===== src/owct_pkg.sv =====
// package: option word layout, reset values and cycle timing constants for the loader
package owct_pkg;
  localparam int WORD_W = 13;
  localparam int OPC_W = 6;
  localparam int POS_CLS = 8;
  localparam int POS_WDB = 7;
  localparam int POS_XRS = 5;
  localparam int POS_CST = 4;
  localparam int POS_DPS = 3;
  localparam int POS_CPF_HI = 2;
  localparam int POS_CPF_LO = 0;
  localparam logic [2:0] CPF_OPEN = 3'h7;
  localparam logic [12:0] OPT_RST = 13'h1_FFF;
  localparam logic [12:0] CID_RST = 13'h0_000;
  localparam logic [12:0] RSVD_MASK = 13'h1_E40;
  localparam logic [2:0] PERIODS_SHORT = 3'h2;
  localparam logic [2:0] PERIODS_LONG = 3'h4;
  localparam logic [5:0] PC_REG_ADDR = 6'h02;
  localparam logic [1:0] CYC_ONE = 2'h1;
  localparam logic [1:0] CYC_TWO = 2'h2;

  typedef struct packed {
    logic cycle_length_select;
    logic watchdog_disable_bit;
    logic crystal_range_select;
    logic clock_source_type_select;
    logic drive_power_select;
    logic [2:0] code_protect_field;
  } owct_opt_t;

  typedef struct packed {
    logic [OPC_W-1:0] opcode;
    logic [2:0] bit_sel;
    logic [5:0] reg_addr;
    logic [9:0] literal;
  } owct_dec_t;

  typedef enum logic [2:0] {
    ST_IDLE = 3'b001,
    ST_LOAD = 3'b010,
    ST_RUN = 3'b100
  } owct_state_t;
endpackage


===== src/owct_top.sv =====
// option word latch, instruction decode split and instruction-cycle timing
`timescale 1ns/10ps
module owct_top (
  input wire logic CLK_I,
  input wire logic RST_I,
  input wire logic PRG_VALID_I,
  input wire logic PRG_WORD_SEL_I,
  input wire logic [owct_pkg::WORD_W-1:0] PRG_DATA_I,
  input wire logic INSTR_VALID_I,
  input wire logic [owct_pkg::WORD_W-1:0] INSTR_I,
  input wire logic SKIP_TRUE_I,
  output logic INSTR_READY_O,
  output owct_pkg::owct_opt_t OPT_O,
  output logic [owct_pkg::WORD_W-1:0] CUSTOMER_ID_O,
  output logic WATCHDOG_EN_O,
  output logic XTAL_HIGH_RANGE_O,
  output logic CODE_PROTECT_O,
  output logic RSVD_BITS_OK_O,
  output logic CYCLE_TICK_O,
  output logic TIMER_TICK_O,
  output owct_pkg::owct_dec_t DEC_O,
  output logic [7:0] BIT_MASK_O,
  output logic [1:0] INSTR_CYCLES_O,
  output logic RUNNING_O
);
  import owct_pkg::*;

  logic [WORD_W-1:0] opt_word;
  logic [WORD_W-1:0] cust_word;
  owct_opt_t opt_live;
  owct_state_t state;
  owct_state_t next_state;
  logic [1:0] osc_cnt;
  logic [2:0] periods;
  logic [1:0] cyc_left;
  logic busy;
  logic instr_take;
  logic prg_open;
  logic div_wrap;

  // bit b of a register, used by bit set/clear/test
  function automatic logic [7:0] bit_mask(input logic [2:0] b);
    bit_mask = 8'h01 << b;
  endfunction

  // writes into the program counter register change flow, so need the extra cycle
  function automatic logic writes_pc(input logic [WORD_W-1:0] w);
    logic r_dest;
    r_dest = 1'b0;
    if (w[5:0] == PC_REG_ADDR) begin
      case (w[12:10])
        3'b000,
        3'b001: begin
          // register group: move, clear and every odd sub-op that lands in the register
          if (w[10:6] == 5'h01 || w[10:6] == 5'h03) begin
            r_dest = 1'b1;
          end else if (w[10:6] >= 5'h04 && w[6]) begin
            r_dest = 1'b1;
          end
        end
        3'b010: begin
          // bit clear and bit set aimed at the program counter
          r_dest = 1'b1;
        end
        default: begin
          r_dest = 1'b0;
        end
      endcase
    end
    writes_pc = r_dest;
  endfunction

  // flow changes: returns, call and jump
  function automatic logic is_branch(input logic [WORD_W-1:0] w);
    logic br;
    br = 1'b0;
    case (w[12:10])
      3'b000: begin
        // the two return forms sit in the control group
        br = (w == 13'h0_012) || (w == 13'h0_013);
      end
      3'b100,
      3'b101: begin
        // call and jump carry a 10-bit target
        br = 1'b1;
      end
      3'b111: begin
        // top literal group is treated as return with literal
        br = 1'b1;
      end
      default: begin
        br = 1'b0;
      end
    endcase
    is_branch = br;
  endfunction

  // skip family; two cycles when the tested condition is true, or when the result is written to the program counter
  function automatic logic is_skip(input logic [WORD_W-1:0] w);
    logic sk;
    sk = 1'b0;
    case (w[12:10])
      3'b000,
      3'b001: begin
        // decrement or increment, then skip if zero
        sk = (w[12:7] == 6'h0B) || (w[12:7] == 6'h0F);
      end
      3'b011: begin
        // bit test, skip on clear or on set
        sk = 1'b1;
      end
      default: begin
        sk = 1'b0;
      end
    endcase
    is_skip = sk;
  endfunction

  // cycle class of an accepted instruction, shared by the count output and the busy counter
  function automatic logic [1:0] cycles_for(input logic [WORD_W-1:0] w, input logic skip);
    logic [1:0] n;
    n = CYC_ONE;
    if (writes_pc(w)) begin
      n = CYC_TWO;
    end else if (is_branch(w) || (is_skip(w) && skip)) begin
      n = CYC_TWO;
    end
    cycles_for = n;
  endfunction

  // writes are open only until the run state; running code has no path here
  assign prg_open = PRG_VALID_I && (state != ST_RUN);

  // programmer-only path: no instruction reaches these words
  always_ff @(posedge CLK_I or posedge RST_I) begin
    if (RST_I) begin
      opt_word <= OPT_RST;
    end else if (prg_open && !PRG_WORD_SEL_I) begin
      opt_word <= PRG_DATA_I;
    end
  end

  always_ff @(posedge CLK_I or posedge RST_I) begin
    if (RST_I) begin
      cust_word <= CID_RST;
    end else if (prg_open && PRG_WORD_SEL_I) begin
      cust_word <= PRG_DATA_I;
    end
  end

  always_comb begin
    next_state = state;
    case (state)
      ST_IDLE: next_state = ST_LOAD;
      ST_LOAD: next_state = ST_RUN;
      ST_RUN: next_state = ST_RUN;
      default: next_state = ST_IDLE;
    endcase
  end

  always_ff @(posedge CLK_I or posedge RST_I) begin
    if (RST_I) begin
      state <= ST_IDLE;
    end else begin
      state <= next_state;
    end
  end

  // fields frozen on entry to run; programmer writes after that are refused
  always_ff @(posedge CLK_I or posedge RST_I) begin
    if (RST_I) begin
      opt_live <= owct_opt_t'(8'hFF);
    end else if (state == ST_LOAD) begin
      opt_live.cycle_length_select <= opt_word[POS_CLS];
      opt_live.watchdog_disable_bit <= opt_word[POS_WDB];
      opt_live.crystal_range_select <= opt_word[POS_XRS];
      opt_live.clock_source_type_select <= opt_word[POS_CST];
      opt_live.drive_power_select <= opt_word[POS_DPS];
      opt_live.code_protect_field <= opt_word[POS_CPF_HI:POS_CPF_LO];
    end
  end

  // identifier word is latched at the same point as the options
  always_ff @(posedge CLK_I or posedge RST_I) begin
    if (RST_I) begin
      CUSTOMER_ID_O <= CID_RST;
    end else if (state == ST_LOAD) begin
      CUSTOMER_ID_O <= cust_word;
    end
  end

  assign OPT_O = opt_live;
  assign RUNNING_O = (state == ST_RUN);
  assign WATCHDOG_EN_O = ~opt_live.watchdog_disable_bit;
  // range bit ignored in RC mode; programmer is expected to write it zero there
  assign XTAL_HIGH_RANGE_O = opt_live.clock_source_type_select
                           & opt_live.crystal_range_select;
  assign CODE_PROTECT_O = (opt_live.code_protect_field != CPF_OPEN);
  // flags a programmer that broke the reserved-ones convention
  assign RSVD_BITS_OK_O = ((opt_word & RSVD_MASK) == RSVD_MASK);

  assign periods = opt_live.cycle_length_select ? PERIODS_LONG : PERIODS_SHORT;

  // last oscillator period of one instruction cycle
  assign div_wrap = ({1'b0, osc_cnt} == periods - 3'h1);

  // one oscillator period per CLK_I edge; divider runs only while the program runs
  always_ff @(posedge CLK_I or posedge RST_I) begin
    if (RST_I) begin
      osc_cnt <= 2'h0;
    end else if (state == ST_RUN && !div_wrap) begin
      osc_cnt <= osc_cnt + 2'h1;
    end else begin
      osc_cnt <= 2'h0;
    end
  end

  always_ff @(posedge CLK_I or posedge RST_I) begin
    if (RST_I) begin
      CYCLE_TICK_O <= 1'b0;
    end else if (state == ST_RUN && div_wrap) begin
      CYCLE_TICK_O <= 1'b1;
    end else begin
      CYCLE_TICK_O <= 1'b0;
    end
  end

  // timer clock comes from the same divider, so it follows the cycle length
  always_ff @(posedge CLK_I or posedge RST_I) begin
    if (RST_I) begin
      TIMER_TICK_O <= 1'b0;
    end else if (state == ST_RUN && div_wrap) begin
      TIMER_TICK_O <= 1'b1;
    end else begin
      TIMER_TICK_O <= 1'b0;
    end
  end

  assign busy = (cyc_left != 2'h0);
  assign INSTR_READY_O = RUNNING_O & ~busy;
  assign instr_take = INSTR_VALID_I & INSTR_READY_O;

  // decode split, captured when an instruction is accepted
  always_ff @(posedge CLK_I or posedge RST_I) begin
    if (RST_I) begin
      DEC_O <= '0;
    end else if (instr_take) begin
      DEC_O.opcode <= INSTR_I[12:7];
      // bit number sits just above the register field
      DEC_O.bit_sel <= INSTR_I[8:6];
      DEC_O.reg_addr <= INSTR_I[5:0];
      DEC_O.literal <= INSTR_I[9:0];
    end
  end

  // one-hot bit select for the set, clear and test datapath
  always_ff @(posedge CLK_I or posedge RST_I) begin
    if (RST_I) begin
      BIT_MASK_O <= 8'h00;
    end else if (instr_take) begin
      BIT_MASK_O <= bit_mask(INSTR_I[8:6]);
    end
  end

  always_ff @(posedge CLK_I or posedge RST_I) begin
    if (RST_I) begin
      INSTR_CYCLES_O <= 2'h0;
    end else if (instr_take) begin
      INSTR_CYCLES_O <= cycles_for(INSTR_I, SKIP_TRUE_I);
    end
  end

  // instruction stays in progress until its cycles have ticked away
  always_ff @(posedge CLK_I or posedge RST_I) begin
    if (RST_I) begin
      cyc_left <= 2'h0;
    end else if (instr_take) begin
      cyc_left <= cycles_for(INSTR_I, SKIP_TRUE_I);
    end else if (busy && CYCLE_TICK_O) begin
      cyc_left <= cyc_left - 2'h1;
    end
  end
endmodule // owct_top


===== config.mk =====
export PLATFORM = sky130hd
export DESIGN_NAME = owct_top
export DESIGN_NICKNAME = d
export VERILOG_FILES = /design/src/owct_pkg.sv /design/src/owct_top.sv
export SDC_FILE = /design/constraint.sdc
export NUM_CORES = 1
export LEC_CHECK = 0
export ABC_AREA = 1
export ABC_CLOCK_PERIOD_IN_PS = 4400
export BUFFER_PORTS_ARGS = -buffer_cell sky130_fd_sc_hd__clkbuf_2
export CAP_MARGIN = 30
export CORE_MARGIN = 5
export CORE_UTILIZATION = 30
export DETAILED_ROUTE_END_ITERATION = 8
export SKIP_CTS_REPAIR_TIMING = 1
export SLEW_MARGIN = 20
export SYNTH_ARGS = -nofsm -noshare
export SYNTH_HDL_FRONTEND = slang
export SYNTH_SLANG_ARGS = --single-unit

===== constraint.sdc =====
create_clock -name CLK_I -period 4.4 [get_ports CLK_I]
set_input_delay 0 -clock CLK_I [delete_from_list [all_inputs] [get_ports CLK_I]]
set_output_delay 0 -clock CLK_I [all_outputs]
set_load 0.05 [all_outputs]

# Word level (Yosys, flattened, before mapping)
# Index checks and enable logic that the tools add are counted.
[totals]
input_bits = 32
word_cells = 88
n_memories = 0
ff_bits = 90
latch_bits = 0
output_inout_bits = 64
romBits = 0
ram_bits = 0
[classes]
n_eq_ne = 20
order_cmp = 1
div_mod_pow = 0
bitwise = 5
n_shift = 1
addsub = 3
muxes = 19
reduce_logical = 20
multipliers = 0
[ops]
columns = ["cell", "count"]
rows = [
  ["== test 13 x 5 -> 1 bit (second input constant)", 2],
  ["== test 3 bit (second input constant)", 4],
  ["== test 6 x 4 -> 1 bit (second input constant)", 2],
  ["two-way mux 2 bit", 5],
  ["== test 3 x 2 -> 1 bit (second input constant)", 3],
  ["two-way mux 1 bit", 9],
  ["logical AND 1 bit", 8],
  ["left shift 1 x 3 -> 8 bit (first input constant)", 1],
  ["== test 3 x 1 -> 1 bit (second input constant)", 2],
  ["== test 6 x 2 -> 1 bit (second input constant)", 1],
  ["!= test 3 bit (second input constant)", 2],
  ["one-hot mux 1 bit (2 select lines)", 3],
  ["one-hot mux 3 bit (2 select lines)", 1],
  ["== test 5 x 1 -> 1 bit (second input constant)", 1],
  ["== test 5 x 2 -> 1 bit (second input constant)", 1],
  ["== test 5 bit (second input constant)", 1],
  [">= comparator 5 x 3 -> 1 bit (second input constant)", 1],
  ["logical OR 1 bit", 4],
  ["nonzero test 2 bit", 2],
  ["OR reduction 2 bit", 2],
  ["AND 1 bit", 3],
  ["== test 2 x 3 -> 1 bit", 1],
  ["logical NOT 3 bit", 1],
  ["two-way mux 3 bit", 1],
  ["6 further kinds", 8],
]

# Logic depth before layout (Yosys ltp)
[logic_depth]
depth_word = 14
mapped_depth = 8
depth_no_buf = 8

# Worst setup path after synthesis
# Ideal clock, no wire load.
[synth_path]
kind = "register to output"
from = "register cyc_left[0]"
to = "output port INSTR_READY_O"
setup_slack_ns = 3.047
stages_incl_launch_ff = 5
arrival_time_ns = 1.353
cell_sequence = "dfrtp_1 -> inv_1 -> ha_1 -> inv_1 -> nor2_1"
[synth_between]
elab_chain_cells = 3
[synth_rtl]
columns = ["element", "line", "source"]
rows = [
  ["from (decl)", "owct_top.sv:35", "logic [1:0] cyc_left;"],
  ["from (signal assigned)", "owct_top.sv:278", "cyc_left <= cycles_for(INSTR_I, SKIP_TRUE_I);"],
  ["from (signal assigned)", "owct_top.sv:280", "cyc_left <= cyc_left - 2'h1;"],
  ["nonzero test 2 bit", "owct_top.sv:239", "assign busy = (cyc_left != 2'h0);"],
  ["NOT 1 bit", "owct_top.sv:240", "assign INSTR_READY_O = RUNNING_O & ~busy;"],
  ["AND 1 bit", "owct_top.sv:240", ""],
  ["to (decl)", "owct_top.sv:12", "output logic INSTR_READY_O,"],
]
# No other way between the ends.

# Final worst setup path
[layout_path]
from = "register cyc_left[0]"
to = "register cyc_left[0]"
[layout_between]
elab_chain_cells = 5
elab_cells_between_ends = 9
cone_classes = "add/sub: 1; mux: 2; bitwise: 3; reduce/logical: 3"
[layout_rtl]
columns = ["element"]
rows = [
  ["branches (longest 5 deep; another with subtractor 2 x 1 -> 2 bit)"],
]
# Several ways; the timed one is not identified. The select of a mux whose other input is x is not followed.
# A chain may end at the register's enable or synchronous reset.

==> results.yml <==
synthesis:
  synth_nets: 393
  synth-compound-area-share: 0.0754
  yosysSeqAreaShare: 0.609
  yosys_warnings: 0
  synthMuxAreaShare: 0
  synth-adder-area-share: 0.00385
  syn_area_per_cell_um2: 9.03
  ys_types: 27
  synth_top_family_by_area: "simple AND/OR/NAND/NOR gates"
  synth_top_area_frac: 0.431
  synth_top_cell_by_area: "dfrtp_1"
  synth_area_leaders: "dfrtp_1 43%, dfstp_2 18%, nand2_1 16%"
  ys_ff_latch: 78
  synthSimpleGateAreaFrac: 0.219
  syn_inst: 360
  synth_xor_area_frac: 0.00269
  netlist_area_um2: 3250
timing:
  rsz0062_at_grt: "no"
  fin_skew_ns: 0.0126
  fin_crit_ns: 1.70
  finalHoldViolations: 2
  tns_ns: 0
  relSlewSlack: 0.527
  tightest_slew_ns: 0.709
  drv_slew: 0
  setup_viol: 0
  fmax_mhz: 590
  timing.hold.ws_ns: -0.0179
  fin_crit_sh: 0.385
worst_setup_path:
  rr_startpoint: "cyc_left[0]"
  arrival_ns: 1.93
  critPathLaunchType: "flop"
  crit_path_start: "cyc_left[0]"
  r2r_setup_slack_ns: 2.70
  end_kind: "flop"
  critPathRequiredTime_ns: 4.64
  cp_max_fo: 37
  worstSetupPathType: "reg -> reg"
  r2r-end: "cyc_left[0]"
  crit_path_end: "cyc_left[0]"
  r2r_cells: 7
cts:
  cts_buffer_depth: 2
  cts_buffers: 9
  cts.htree.levels: 3
  cts_sinks: 78
  tritoncts: "yes"
  path_clk_slew_ns: 0.08
  clkLatencyLatePin_ns: 0.35
  cts_root_buffer: "clkbuf_8"
floorplan:
  ios: 96
  core_area_um2: 10700
  die_y_um: 114
  initial_utilization: 0.303
  dieArea_um2: 13000
  rows: 38
  die_w_um: 114
final_layout:
  layout_common_cells: "142 x nand2_1, 95 x clkbuf_2, 56 x dfrtp_1, 35 x o21ai_0, 34 x inv_1"
  fillCellCount: 1116
  drive_gt1_frac: 0.305
  final_common_cell: "nand2_1"
  syn_to_final_growth_pct: 30.0
  fin_nets: 503
  n_antenna_cell: 0
  final_cell_count_no_fill: 615
flow_run:
  maxCapViolCount: 0
min_path:
  hold_path.class: "in -> reg"
power:
  p_clk_frac: 0.213
  ir_drop_uv: 452
  power.density_nw_per_um2: 604
  switchingPower_mw: 1.19
  combPwrFrac: 0.409
  leakagePower_nw: 2.26
  netSwitchingFraction: 0.467
  seq_power_share: 0.377
  internal_power_mw: 1.36
grt:
  grt_max_degree: 79
  grt_pass1_wl_um: 12400
  grt_remaining_overflow: 0
  antenna_found_initial: 0
  grt_pass1_vias: 2561
  grt_usage: 0.119
placement:
  gp_congestion: 0.760
  dp.cells: 573
  hpwl_um: 5200
  port_buffers: 95
route:
  via_per_inst: 4.26
  wirelength_um: 7620
  drc_errors: 0
  initialDrtViolationCount: 156
  drt_pass1_iterations: 4
  wl_per_cell_um: 12.4
  antenna_left: 0
  vias: 2617
run_status:
  violations: "hold timing"
  status: "complete, but fails checks"
==> area by class of cell <==
cell class,instances,area [um2],share of cell area
tap,140,175,0.0414
clock inverter,6,71.3,0.0169
timing repair buffer,123,754,0.179
sequential,78,1980,0.468
inverter,37,140,0.0332
clock buffer,10,128,0.0302
multi-input combinational,221,978,0.231
==> flip-flops by register name (all words and copies together) (netlist names) <==
register	count
osc_cnt	2
INSTR_CYCLES_O	2
OPT_O	8
state	3
cust_word	13
TIMER_TICK_O	1
opt_word	13
DEC_O	13
CUSTOMER_ID_O	13
BIT_MASK_O	8
cyc_left	2
==> stage by stage <==
step                      worst slack (ns)  instance area [um2]  power, mW   util
final                                 2.70                 4230       2.55  0.393
after global routing                  2.45                 4230       2.70  0.393
after CTS                             2.67                 3960       2.57  0.369
after detailed placement              2.69                 3760       2.02  0.350
after global placement                2.74                 3760       2.00  0.350
after floorplan                       2.44                 3250       1.83      -
==> kinds of logic after synthesis <==
| family | Yosys count |
|---|---|
| fa+ha+maj | 1 |
| flops | 78 |
| buf+inv | 61 |
| xor+xnor | 1 |
| compound gates | 46 |
| simple gates | 173 |
==> Yosys cell counts <==
library cell  count
nand2_1         142
dfrtp_1          56
inv_1            35
o21ai_0          35
dfstp_2          22
nor2_1           15
buf_4            14
buf_2             8
nand3_1           7
o21ai_1           4
o31ai_1           3
a21oi_1           2
clkbuf_2          2
inv_2             2
a21boi_0          1
ha_1              1
nand2_2           1
nand2_4           1
nand3_2           1
nand3b_2          1
nand4_4           1
nor2_2            1
nor3_1            1
nor3_2            1
o211a_1           1
or2_2             1
xor2_1            1
==> power groups by stage <==
stage | Clock (mW) | Sequential, mW | Combinational, mW
final | 0.545 | 0.963 | 1.05
after detailed placement | 0 | 0.977 | 1.04
after floorplan | 0 | 1.34 | 0.492
after CTS | 0.571 | 0.964 | 1.04
after global routing | 0.592 | 0.983 | 1.12
after global placement | 0 | 0.970 | 1.03
==> routing by layer <==
layer	wire length (um)	global-route usage	part of all wire
met4	60	0.0380	0.0079
met1	3410	0.152	0.45
met2	3560	0.193	0.47
met5	0	0	0
met3	591	0.0391	0.078
==> critical path: stages (launching register included) <==
cell and delay, ns:
dfrtp_1 0.40, inv_1 0.06, ha_1 0.20, nand4_4 0.41, nor2_1 0.26, nand2_1 0.12, nand2_1 0.10, nor2_1 0.05
==> worst min-delay path by stage <==
stage | startpoint | end | slack, ns | depth (start not counted)
after global placement | PRG_DATA_I[12] | opt_word[12] | 0.22 | 3
after CTS | PRG_DATA_I[1] | opt_word[1] | -0.16 | 3
after floorplan | INSTR_I[8] | BIT_MASK_O[1] | 0.1 | 1
final | INSTR_I[7] | BIT_MASK_O[7] | -0.02 | 3
after global routing | INSTR_I[7] | BIT_MASK_O[7] | 0.01 | 3
after detailed placement | INSTR_I[9] | DEC_O[21] | 0.22 | 3
Power figures use the tool's default switching activity.
